===== config.mk =====
export PLATFORM = sky130hd
export DESIGN_NAME = csoc_config
export DESIGN_NICKNAME = d
export VERILOG_FILES = /design/src/csoc_pkg.sv /design/src/csoc_config.sv
export VERILOG_INCLUDE_DIRS = /design/src
export SDC_FILE = /design/constraint.sdc
export NUM_CORES = 1
export LEC_CHECK = 0
export BUFFER_PORTS_ARGS = -buffer_cell sky130_fd_sc_hd__buf_2
export CORE_UTILIZATION = 25
export DETAILED_ROUTE_END_ITERATION = 12
export GPL_TIMING_DRIVEN = 0
export PLACE_DENSITY = 0.38
export SLEW_MARGIN = 20
export SYNTH_ARGS = -nofsm -noshare
export SYNTH_HDL_FRONTEND = slang
export SYNTH_SLANG_ARGS = --single-unit

===== constraint.sdc =====
create_clock -name core_clk -period 19.65 [get_ports core_clk]
set_clock_uncertainty 0.05 [all_clocks]
set_input_delay 0.9825 -clock core_clk [delete_from_list [all_inputs] [get_ports core_clk]]
set_output_delay 0.9825 -clock core_clk [all_outputs]
set_load 0.05 [all_outputs]

===== src/csoc_params.svh =====
// csoc_params.svh: offsets, field positions, reset values and timing counts
// assumes: included by the package; the design file of the same block uses its macros
`ifndef CSOC_PARAMS_SVH
`define CSOC_PARAMS_SVH

`define CSOC_ADDR_W 8
`define CSOC_DATA_W 16

// register offsets
`define CSOC_OFS_CFG 8'h1d
`define CSOC_OFS_CFG_EXT 8'h1e
`define CSOC_OFS_OTP 8'h1f
`define CSOC_OFS_STATUS 8'h20

// reset values
`define CSOC_RST_CFG 16'h0028
`define CSOC_RST_CFG_EXT 16'h0833
`define CSOC_RST_OTP 16'h0000

// sense_amp_config fields
`define CSOC_GAIN_LSB 0
`define CSOC_GAIN_MSB 2
`define CSOC_GAINPIN_BIT 3
`define CSOC_AMPEN_LSB 4
`define CSOC_AMPEN_MSB 6
`define CSOC_BLANK_LSB 7
`define CSOC_BLANK_MSB 10
`define CSOC_DCCAL_BIT 11
`define CSOC_DEGL_LSB 12
`define CSOC_DEGL_MSB 13
`define CSOC_TRIG_LSB 14
`define CSOC_TRIG_MSB 15

// sense_amp_config_ext fields
`define CSOC_PTHR_LSB 0
`define CSOC_PTHR_MSB 3
`define CSOC_NTHR_LSB 4
`define CSOC_NTHR_MSB 7
`define CSOC_LATCH_BIT 8
`define CSOC_MODE_BIT 9
`define CSOC_BRAKE_BIT 10
`define CSOC_TRUNCDIS_BIT 11
`define CSOC_REFSEL_BIT 12
`define CSOC_NEGDIS_BIT 13
`define CSOC_AZ_LSB 14
`define CSOC_AZ_MSB 15

// otp_program_control fields
`define CSOC_OTPGO_BIT 0
`define CSOC_UID_LSB 1
`define CSOC_UID_MSB 4

// status register fields
`define CSOC_STAT_FAULT_BIT 0
`define CSOC_STAT_CLR_BIT 0

// timing
`define CSOC_CLK_PERIOD_NS 25
`define CSOC_DEGL_US_1 2
`define CSOC_DEGL_US_2 4
`define CSOC_DEGL_US_3 8
`define CSOC_TIME_W 9
`define CSOC_COUNT_8 5'd8
`define CSOC_COUNT_16 5'd16
`define CSOC_COUNT_1 5'd1

`endif


===== src/csoc_pkg.sv =====
// csoc_pkg.sv: types of the current sense and over-current config block
// assumes: csoc_params.svh is on the include path
`default_nettype none

package csoc_pkg;
  `include "csoc_params.svh"

  typedef enum logic [1:0] {
    CSOC_TRIG_COUNT8 = 2'b00,
    CSOC_TRIG_COUNT16 = 2'b01,
    CSOC_TRIG_EVERY = 2'b10,
    CSOC_TRIG_NONE = 2'b11
  } csoc_trig_t;

  typedef enum logic [1:0] {
    CSOC_AZ_INT_SYNC = 2'b00,
    CSOC_AZ_OFF = 2'b01,
    CSOC_AZ_EXT_SYNC = 2'b10,
    CSOC_AZ_EXT_CPGATE = 2'b11
  } csoc_az_t;
endpackage

`default_nettype wire


===== src/csoc_config.sv =====
// csoc_config.sv: register bank and over-current control for three sense amps
// assumes: one clock, comparator inputs synchronous to core_clk, host port
// with read data one cycle after the read strobe
//
// What this block does
// - gain comes from the gain field when pin select is 0, else the pin
// - gain codes 000..111 give 4,8,12,16,20,24,32,64 V/V
// - bits 6:4 enable amplifiers A, B, C individually, 1 enables
// - four-bit blanking code selects 0 ns up to 8 us
// - calibrate bit set runs DC calibration with power stages high-Z
// - deglitch 0/2/4/8 us, bypassed when truncation disable is 0
// - positive threshold code maps 300mV down to 20mV
// - negative threshold uses same coding, negative
// - latch bit: fault unlatched at 0, latched at 1
// - sensing mode 1 selects on-resistance and low-gate-on sampling only
// - brake bit makes fault brake and latch
// - truncation disable stops PWM truncation and applies the deglitch time to fault triggering
// - reference select: internal at 0, external pin at 1
// - negative disable suppresses negative truncation and fault
// - auto-zero field picks internal, off, external, external with gating
// - writing 1 to program bit starts OTP programming
// - four-bit user tag is read/write and goes to the OTP
// - program register upper bits read as zero
`default_nettype none

module csoc_config
  import csoc_pkg::*;
(
  input wire logic core_clk,
  input wire logic reset,
  input wire logic [7:0] regAddr,
  input wire logic [15:0] regWrData,
  input wire logic regWrite,
  input wire logic regRead,
  output logic [15:0] regRdData,
  input wire logic [2:0] ocpPosHit,
  input wire logic [2:0] ocpNegHit,
  output logic [2:0] ampEnable,
  output logic gainFromPin,
  output logic [2:0] gainCode,
  output logic [6:0] gainVv,
  output logic [8:0] blankCycles,
  output logic dcCalActive,
  output logic powerStageHiZ,
  output logic [3:0] posThresholdCode,
  output logic [9:0] posThresholdMv,
  output logic [3:0] negThresholdCode,
  output logic [9:0] negThresholdMagMv,
  output logic rdsonSensing,
  output logic sampleLowGateOnly,
  output logic refExternal,
  output logic [1:0] autozeroMode,
  output logic [2:0] pwmTruncate,
  output logic ocpFault,
  output logic brakeRequest,
  output logic otpProgramStart,
  output logic [3:0] userVersionTag
);

  // ==========================================================
  // decode helpers
  // ==========================================================
  function automatic logic [6:0] gainOf(input logic [2:0] c);
    case (c)
      3'h0: gainOf = 7'd4;
      3'h1: gainOf = 7'd8;
      3'h2: gainOf = 7'd12;
      3'h3: gainOf = 7'd16;
      3'h4: gainOf = 7'd20;
      3'h5: gainOf = 7'd24;
      3'h6: gainOf = 7'd32;
      default: gainOf = 7'd64;
    endcase
  endfunction

  // threshold magnitude in mV, shared by both polarities
  function automatic logic [9:0] thrOf(input logic [3:0] c);
    case (c)
      4'h0: thrOf = 10'd300;
      4'h1: thrOf = 10'd250;
      4'h2: thrOf = 10'd225;
      4'h3: thrOf = 10'd200;
      4'h4: thrOf = 10'd175;
      4'h5: thrOf = 10'd150;
      4'h6: thrOf = 10'd125;
      4'h7: thrOf = 10'd100;
      default: thrOf = 10'(10'd90 - 10'(({6'h0, c} - 10'd8) * 10'd10));
    endcase
  endfunction

  function automatic logic [8:0] blankOf(input logic [3:0] c);
    logic [13:0] ns;
    ns = 14'd0;
    case (c)
      4'h0: ns = 14'd0;
      4'h1: ns = 14'd50;
      4'hb: ns = 14'd1000;
      4'hc: ns = 14'd2000;
      4'hd: ns = 14'd4000;
      4'he: ns = 14'd6000;
      4'hf: ns = 14'd8000;
      default: ns = 14'(({10'h0, c} - 14'd1) * 14'd100);
    endcase
    blankOf = 9'(ns / 14'(`CSOC_CLK_PERIOD_NS));
  endfunction

  function automatic logic [8:0] deglOf(input logic [1:0] c);
    case (c)
      2'h0: deglOf = 9'd0;
      2'h1: deglOf = 9'(`CSOC_DEGL_US_1 * 1000 / `CSOC_CLK_PERIOD_NS);
      2'h2: deglOf = 9'(`CSOC_DEGL_US_2 * 1000 / `CSOC_CLK_PERIOD_NS);
      default: deglOf = 9'(`CSOC_DEGL_US_3 * 1000 / `CSOC_CLK_PERIOD_NS);
    endcase
  endfunction

  // ==========================================================
  // registers
  // ==========================================================
  logic [15:0] cfg_q;
  logic [15:0] cfgExt_q;
  logic [3:0] uid_q;
  logic otpGo_q;
  logic ocpFault_q;
  logic [15:0] rdData_q;

  wire wrCfg = regWrite && (regAddr == `CSOC_OFS_CFG);
  wire wrExt = regWrite && (regAddr == `CSOC_OFS_CFG_EXT);
  wire wrOtp = regWrite && (regAddr == `CSOC_OFS_OTP);
  wire wrStat = regWrite && (regAddr == `CSOC_OFS_STATUS);

  always_ff @(posedge core_clk or posedge reset)
  begin
    if (reset)
    begin
      cfg_q <= `CSOC_RST_CFG;
      cfgExt_q <= `CSOC_RST_CFG_EXT;
    end
    else
    begin
      if (wrCfg)
        cfg_q <= regWrData;
      if (wrExt)
        cfgExt_q <= regWrData;
    end
  end

  always_ff @(posedge core_clk or posedge reset)
  begin
    if (reset)
    begin
      uid_q <= 4'h0;
      otpGo_q <= 1'b0;
    end
    else
    begin
      otpGo_q <= wrOtp && regWrData[`CSOC_OTPGO_BIT];
      if (wrOtp)
        uid_q <= regWrData[`CSOC_UID_MSB:`CSOC_UID_LSB];
    end
  end

  // program bit is write-only and upper bits are zero on read
  always_ff @(posedge core_clk or posedge reset)
  begin
    if (reset)
      rdData_q <= 16'h0000;
    else if (regRead)
    begin
      case (regAddr)
        `CSOC_OFS_CFG: rdData_q <= cfg_q;
        `CSOC_OFS_CFG_EXT: rdData_q <= cfgExt_q;
        `CSOC_OFS_OTP: rdData_q <= {11'h000, uid_q, 1'b0};
        `CSOC_OFS_STATUS: rdData_q <= {15'h0000, ocpFault_q};
        default: rdData_q <= 16'h0000;
      endcase
    end
    else
      rdData_q <= 16'h0000;
  end

  // ==========================================================
  // field views
  // ==========================================================
  wire [1:0] deglCode = cfg_q[`CSOC_DEGL_MSB:`CSOC_DEGL_LSB];
  wire [1:0] trigCode = cfg_q[`CSOC_TRIG_MSB:`CSOC_TRIG_LSB];
  wire truncDis = cfgExt_q[`CSOC_TRUNCDIS_BIT];
  wire negDis = cfgExt_q[`CSOC_NEGDIS_BIT];
  // brake forces latching on top of the latch choice
  wire latchOn = cfgExt_q[`CSOC_LATCH_BIT] | cfgExt_q[`CSOC_BRAKE_BIT];
  wire [2:0] ampEn = cfg_q[`CSOC_AMPEN_MSB:`CSOC_AMPEN_LSB];
  // deglitch is bypassed while truncation is allowed
  wire [8:0] deglLen = truncDis ? deglOf(deglCode) : 9'd0;

  // ==========================================================
  // per-phase qualification and deglitch
  // ==========================================================
  logic [2:0] hitNow;
  logic [2:0] hitQual;

  genvar ph;
  generate
    for (ph = 0; ph < 3; ph++)
    begin : g_phase
      logic [8:0] stable_q;
      // negative hits are dropped entirely when disabled
      assign hitNow[ph] = ampEn[ph] & (ocpPosHit[ph] | (ocpNegHit[ph] & ~negDis));

      always_ff @(posedge core_clk or posedge reset)
      begin
        if (reset)
          stable_q <= 9'd0;
        else if (!hitNow[ph])
          stable_q <= 9'd0;
        else if (stable_q != 9'h1ff)
          stable_q <= 9'(stable_q + 9'd1);
      end

      assign hitQual[ph] = hitNow[ph] && (stable_q >= deglLen);
    end
  endgenerate

  // ==========================================================
  // event counting and fault
  // ==========================================================
  logic anyQual_q;
  logic [1:0] trigPrev_q;
  logic [4:0] evCount_q;
  logic [4:0] evCount_d;
  logic faultSet;
  logic faultClr;

  wire anyQual = |hitQual;
  wire qualEvent = anyQual && !anyQual_q;

  always_comb
  begin
    evCount_d = evCount_q;
    faultSet = 1'b0;
    if (qualEvent)
      evCount_d = 5'(evCount_q + 5'd1);
    case (csoc_trig_t'(trigCode))
      CSOC_TRIG_COUNT8: faultSet = qualEvent && (evCount_d >= `CSOC_COUNT_8);
      CSOC_TRIG_COUNT16: faultSet = qualEvent && (evCount_d >= `CSOC_COUNT_16);
      CSOC_TRIG_EVERY: faultSet = qualEvent && (evCount_d >= `CSOC_COUNT_1);
      default: faultSet = 1'b0;
    endcase
    // latched faults wait for software, unlatched ones follow the condition
    if (latchOn)
      faultClr = wrStat && regWrData[`CSOC_STAT_CLR_BIT];
    else
      faultClr = !anyQual;
  end

  always_ff @(posedge core_clk or posedge reset)
  begin
    if (reset)
    begin
      anyQual_q <= 1'b0;
      trigPrev_q <= 2'(`CSOC_RST_CFG >> `CSOC_TRIG_LSB);
    end
    else
    begin
      anyQual_q <= anyQual;
      trigPrev_q <= trigCode;
    end
  end

  always_ff @(posedge core_clk or posedge reset)
  begin
    if (reset)
      evCount_q <= 5'd0;
    else if (faultSet || (faultClr && ocpFault_q) || (trigCode != trigPrev_q))
      evCount_q <= 5'd0;
    else
      evCount_q <= evCount_d;
  end

  // set wins over clear in the same cycle
  always_ff @(posedge core_clk or posedge reset)
  begin
    if (reset)
      ocpFault_q <= 1'b0;
    else if (faultSet)
      ocpFault_q <= 1'b1;
    else if (faultClr)
      ocpFault_q <= 1'b0;
  end

  // ==========================================================
  // outputs
  // ==========================================================
  logic [2:0] trunc_q;
  logic brake_q;

  always_ff @(posedge core_clk or posedge reset)
  begin
    if (reset)
    begin
      trunc_q <= 3'h0;
      brake_q <= 1'b0;
    end
    else
    begin
      // truncation is independent of the trigger field and its count
      trunc_q <= truncDis ? 3'h0 : hitQual;
      brake_q <= cfgExt_q[`CSOC_BRAKE_BIT] && (ocpFault_q || faultSet);
    end
  end

  assign regRdData = rdData_q;
  assign ampEnable = ampEn;
  assign gainFromPin = cfg_q[`CSOC_GAINPIN_BIT];
  assign gainCode = cfg_q[`CSOC_GAIN_MSB:`CSOC_GAIN_LSB];
  assign gainVv = gainOf(gainCode);
  assign blankCycles = blankOf(cfg_q[`CSOC_BLANK_MSB:`CSOC_BLANK_LSB]);
  assign dcCalActive = cfg_q[`CSOC_DCCAL_BIT];
  assign powerStageHiZ = cfg_q[`CSOC_DCCAL_BIT];
  assign posThresholdCode = cfgExt_q[`CSOC_PTHR_MSB:`CSOC_PTHR_LSB];
  assign posThresholdMv = thrOf(posThresholdCode);
  assign negThresholdCode = cfgExt_q[`CSOC_NTHR_MSB:`CSOC_NTHR_LSB];
  assign negThresholdMagMv = thrOf(negThresholdCode);
  assign rdsonSensing = cfgExt_q[`CSOC_MODE_BIT];
  assign sampleLowGateOnly = cfgExt_q[`CSOC_MODE_BIT];
  assign refExternal = cfgExt_q[`CSOC_REFSEL_BIT];
  assign autozeroMode = cfgExt_q[`CSOC_AZ_MSB:`CSOC_AZ_LSB];
  assign pwmTruncate = trunc_q;
  assign ocpFault = ocpFault_q;
  assign brakeRequest = brake_q;
  assign otpProgramStart = otpGo_q;
  assign userVersionTag = uid_q;

endmodule

`default_nettype wire


# [After elaboration in Yosys (flattened, before gate mapping)]
# Cells that the tools add are included.
# W data, S select, Z words.
[op_classes] bitwise_logic=11 n_addsub=9 mux=21 magnitude_cmp=6 n_div=1 n_eq_ne=41 reduce_logical=28 mul=3
[op_table] op="$pmux W10 S8" n=2
[op_table] op="$pmux W14 S7" n=1
[op_table] op="$pmux W16 S4" n=1
[op_table] op="$mux W9" n=7
[op_table] op="$pmux W7 S7" n=1
[op_table] op="$eq A4 B3 Y1 const B" n=8
[op_table] op="$add A9 B1 Y9 const B" n=3
[op_table] op="$ge A9 B9 Y1" n=3
[op_table] op="$ne A9 B9 Y1 const B" n=3
[op_table] op="$pmux W9 S3" n=1
[op_table] op="$eq A8 B5 Y1 const B" n=3
[op_table] op="$eq A4 B4 Y1 const B" n=5
[op_table] op="$mul A10 B3 Y9 const B" n=2
[op_table] op="$sub A7 B10 Y10 const A" n=2
[op_table] op="$eq A4 B2 Y1 const B" n=4
[op_table] op="$mux W16" n=1
[op_table] op="$logic_and A1 B1 Y1" n=15
[op_table] op="$div A14 B5 Y14 const B" n=1
[op_table] op="$mul A14 B5 Y12 const B" n=1
[op_table] op="$eq A4 B1 Y1 const B" n=3
[op_table] op="$logic_not A4 Y1" n=3
[op_table] op="$mux W5" n=2
[op_table] op="$sub A4 B4 Y5 const B" n=2
[op_table] op="$eq A3 B3 Y1 const B" n=3
[op_table] op="other kinds (24)" n=43
[word_totals] input_bits=34 reg_bits=93 out_inout_bits=84

# [Longest topological paths before layout]
[depth] depth_word=14 depth_mapped=47

# [Least setup slack after synthesis]
# OpenSTA, ideal clock, no wires.
[synth_path] kind="reg2out" startpoint="register cfg_q[9]" endpoint="output blankCycles[0]" path_buffers=3 arrival_ps=12355 path_slack_ps=6262 path_stages_with_launch=45 path_cell_list="dfrtp_1 -> buf_4 -> clkbuf_1 -> nor3_1 -> xnor2_1 -> ha_1 -> ha_1 -> inv_1 -> fa_1 -> inv_1 -> ha_1 -> or2_1 -> a21oi_1 -> o31a_1 -> a211oi_1 -> o221a_2 -> nor2_1 -> ha_1 -> (+9 left out) -> or4_4 -> and2_1 -> buf_6 -> inv_4 -> mux2_4 -> o41a_4 -> o32ai_4 -> a21boi_4 -> and2_1 -> xnor2_1 -> ha_1 -> nand2_1 -> nor3_1 -> o41ai_1 -> nand3_1 -> o211ai_2 -> mux2_4 -> o2111ai_1"
[synth_between] elab_chain_cells=4 elab_cells_between_ends=11
[synth_lines] element="start: declaration" line="csoc_config.sv:119" source="logic [15:0] cfg_q;"
[synth_lines] element="start signal: assignment" line="csoc_config.sv:135" source="cfg_q <= `CSOC_RST_CFG;"
[synth_lines] element="start signal: assignment" line="csoc_config.sv:141" source="cfg_q <= regWrData;"
[synth_lines] element="$sub A4 B1 Y5" line="csoc_config.sv:102" source="default: ns = 14'(({10'h0, c} - 14'd1) * 14'd100);"
[synth_lines] element="$mul A14 B5 Y12" line="csoc_config.sv:102"
[synth_lines] element="$pmux W14 S7 (*)" line="csoc_config.sv:94" source="case (c)"
[synth_lines] element="$div A14 B5 Y14 (*)" line="csoc_config.sv:104" source="blankOf = 9'(ns / 14'(`CSOC_CLK_PERIOD_NS));"
[synth_lines] element="end: declaration" line="csoc_config.sv:42" source="output logic [8:0] blankCycles,"
# Mark *: on every way between the ends. The rest lies on a longest branch, timed or not.

# [Final worst setup path]
# Same ends and word-level chain as after synthesis.

==> impl_metrics.ini <==
[routing]
drc_errors = 0
drtIter0Drc = 465
wl_um = 27400
ant_nets = 0
via_per_inst = 4.98
drt-wirelength-per-cell_um = 17.0
num_vias = 8057
dr.pass1.iters = 5

[cells_and_area]
fin_util = 0.298
layout-drive-gt1-share = 0.236
fin_nets = 1258
area_growth_pct = 16.6
fillers = 3762

[global_route]
grt.met3_usage = 0.0300
antenna_found_initial = 5
grt_max_degree = 59
grt.met1_usage = 0.213
overflow = 0
grt_util_met2 = 0.241
grt_pass1_wl_um = 44100
grt_use_total = 0.152
grt_pass1_vias = 7993
busiest_layer = met2

[logic_synthesis]
synth_ff_type = dfrtp_1
synth-seq-cells = 93
yosysMostFrequentCell = nor2_1
synth.avg_cell_area_sq_um = 8.65
ys.warnings.count = 0
synth-xor-area-share = 0.0571
ys_seq_area_frac = 0.263
ys_top_cells_by_count = 102 x nor2_1, 86 x dfrtp_1, 75 x nand2_1, 64 x ha_1, 59 x a21oi_1
synth.largest_area_cell = dfrtp_1
synth_edf_count = 0
synth_top_area_share = 0.242
synthArstFlopShare = 1.00
synth-simple-area-share = 0.207
netlist_area_sq_mm = 0.00887
syn_inst = 1026
synth_top_family_by_area = compound AO/OA/AOI/OAI gates
synthTopCellsByArea = dfrtp_1 24%, ha_1 9.0%, mux2_2 4.7%, nor2_1 4.3%, a21oi_1 3.3%
synth_compound_area_frac = 0.226
synth_fa_ha_area_frac = 0.106
synthMuxAreaShare = 0.0740
ys_types = 110

[clocking]
cts_max_path_buffers = 2
post_cts_resized = 0
clk_pin_slew_ps = 70
cts_root_buffer = clkbuf_16
clock_sinks = 93
cts_hold_buf = 0
worstSkewPairLatency_ps = 340
post_cts_buffers = 0
cts_tree = built
cts-buffers-inserted = 9
htreeDepth = 3

[worst_setup_path]
crit_fanout = 10
cp_slowest_stage_delay_ps = 640
cp.arrival_ps = 13200
critPathLaunchType = register
crit_slowest_cell = or4_4
cp_top_family = simple AND/OR/NAND/NOR gates
end_kind = primary output
criticalPathCategory = reg2out
crit_buf_inv = 8
crit_path_frequent_cell = ha_1
required_ps = 18620

[sta]
timing.hold.ws_ps = 490
drv_slew = 0
max_freq_mhz = 70.3
hold_violations = 0
tightest_slew_ps = 968
max_slew_margin = 0.349
finalSetupViolCount = 0
rsz0062_at_grt = no
tns_ps = 0
finalCritPeriodShare = 0.724
period_needed_ps = 14230

[floorplanning]
die_area_sq_mm = 0.0363
die_h_um = 190
num_io_pins = 118
start_util = 0.256
die_x_um = 190
core-area_sq_mm = 0.0347
num_rows = 68

[job]
maxCapViolCount = 0

[place]
gp_congestion = 0.803
io_buffers = 115
dp_hpwl_um = 21400

[status]
outcome = completed

[worst_hold_path]
hp-class = reg2reg
-- worst paths after layout --
path	start	endpoint	slack, ps	cells after the start
hold reg to reg	cfg_q[15]	trigPrev_q[1]	490	0
setup reg to reg	cfgExt_q[11]	evCount_q[1]	14730	22
setup / recovery	cfg_q[9]	blankCycles[0]	5420	46
hold / removal	cfg_q[15]	trigPrev_q[1]	490	0
max in group asynchronous	reset	cfgExt_q[5]	18320	3
min in group asynchronous	reset	g_phase[1].stable_q[1]	580	2
-- kinds of logic (layout without fill, tap and decap cells) --
family	Yosys count	count (layout)
xor+xnor	57	57
compound gates	268	268
fa+ha+maj	72	72
simple gates	352	352
other cells	1	5
flops	93	93
buf+inv	125	257
mux	58	58
-- per-layer routing --
layer	routed length, um	share of wire
met1	13500	0.49
met2	12300	0.45
met3	1380	0.050
met4	197	0.0072
met5	21	0.00077
-- cells in the final DEF (no fill, tap or decap), types with 19 or more instances in the layout --
cell      instances
inv_1            53
a22oi_1          19
clkbuf_1         39
xor2_1           28
ha_1             64
nor3_1           22
dfrtp_1          86
xnor2_1          28
nor2_1          102
nand2_1          75
buf_4            26
a21oi_1          59
o21ai_0          37
nand3_1          28
mux2_2           37
buf_2           116
-- stage by stage --
stage          instances  area, sq um  worst slack (ps)
3_5_place_dp        1598        10100              5790
2_1_floorplan       1027         8880              6260
6_report            1617        10300              5420
3_3_place_gp        1597        10000              5510
4_1_cts             1614        10300              5380
5_1_grt             1615        10300              4580
-- layout make-up --
class	instances	area (sq um)	share of cell area
diodes	3	7.51	0.000726
plain buffers	67	365	0.0353
clock buffers	13	260	0.0252
clock inverters	3	18.8	0.00181
inverters	58	225	0.0218
multi-input cells	809	5960	0.576
flip-flops and latches	93	2340	0.226
well taps	455	569	0.0550
repair buffers	116	603	0.0583
-- state kept, by name, indices dropped and copies added, names as in the netlist --
| signal | cells |
|---|---|
| anyQual_q | 1 |
| brakeRequest | 1 |
| cfgExt_q | 16 |
| cfg_q | 16 |
| evCount_q | 5 |
| g_phase.stable_q | 27 |
| ocpFault | 1 |
| otpProgramStart | 1 |
| pwmTruncate | 3 |
| regRdData | 16 |
| trigPrev_q | 2 |
| userVersionTag | 4 |
Power is not shown: default switching activity piles up to over one toggle a cycle in this logic, so the estimate is an artifact.
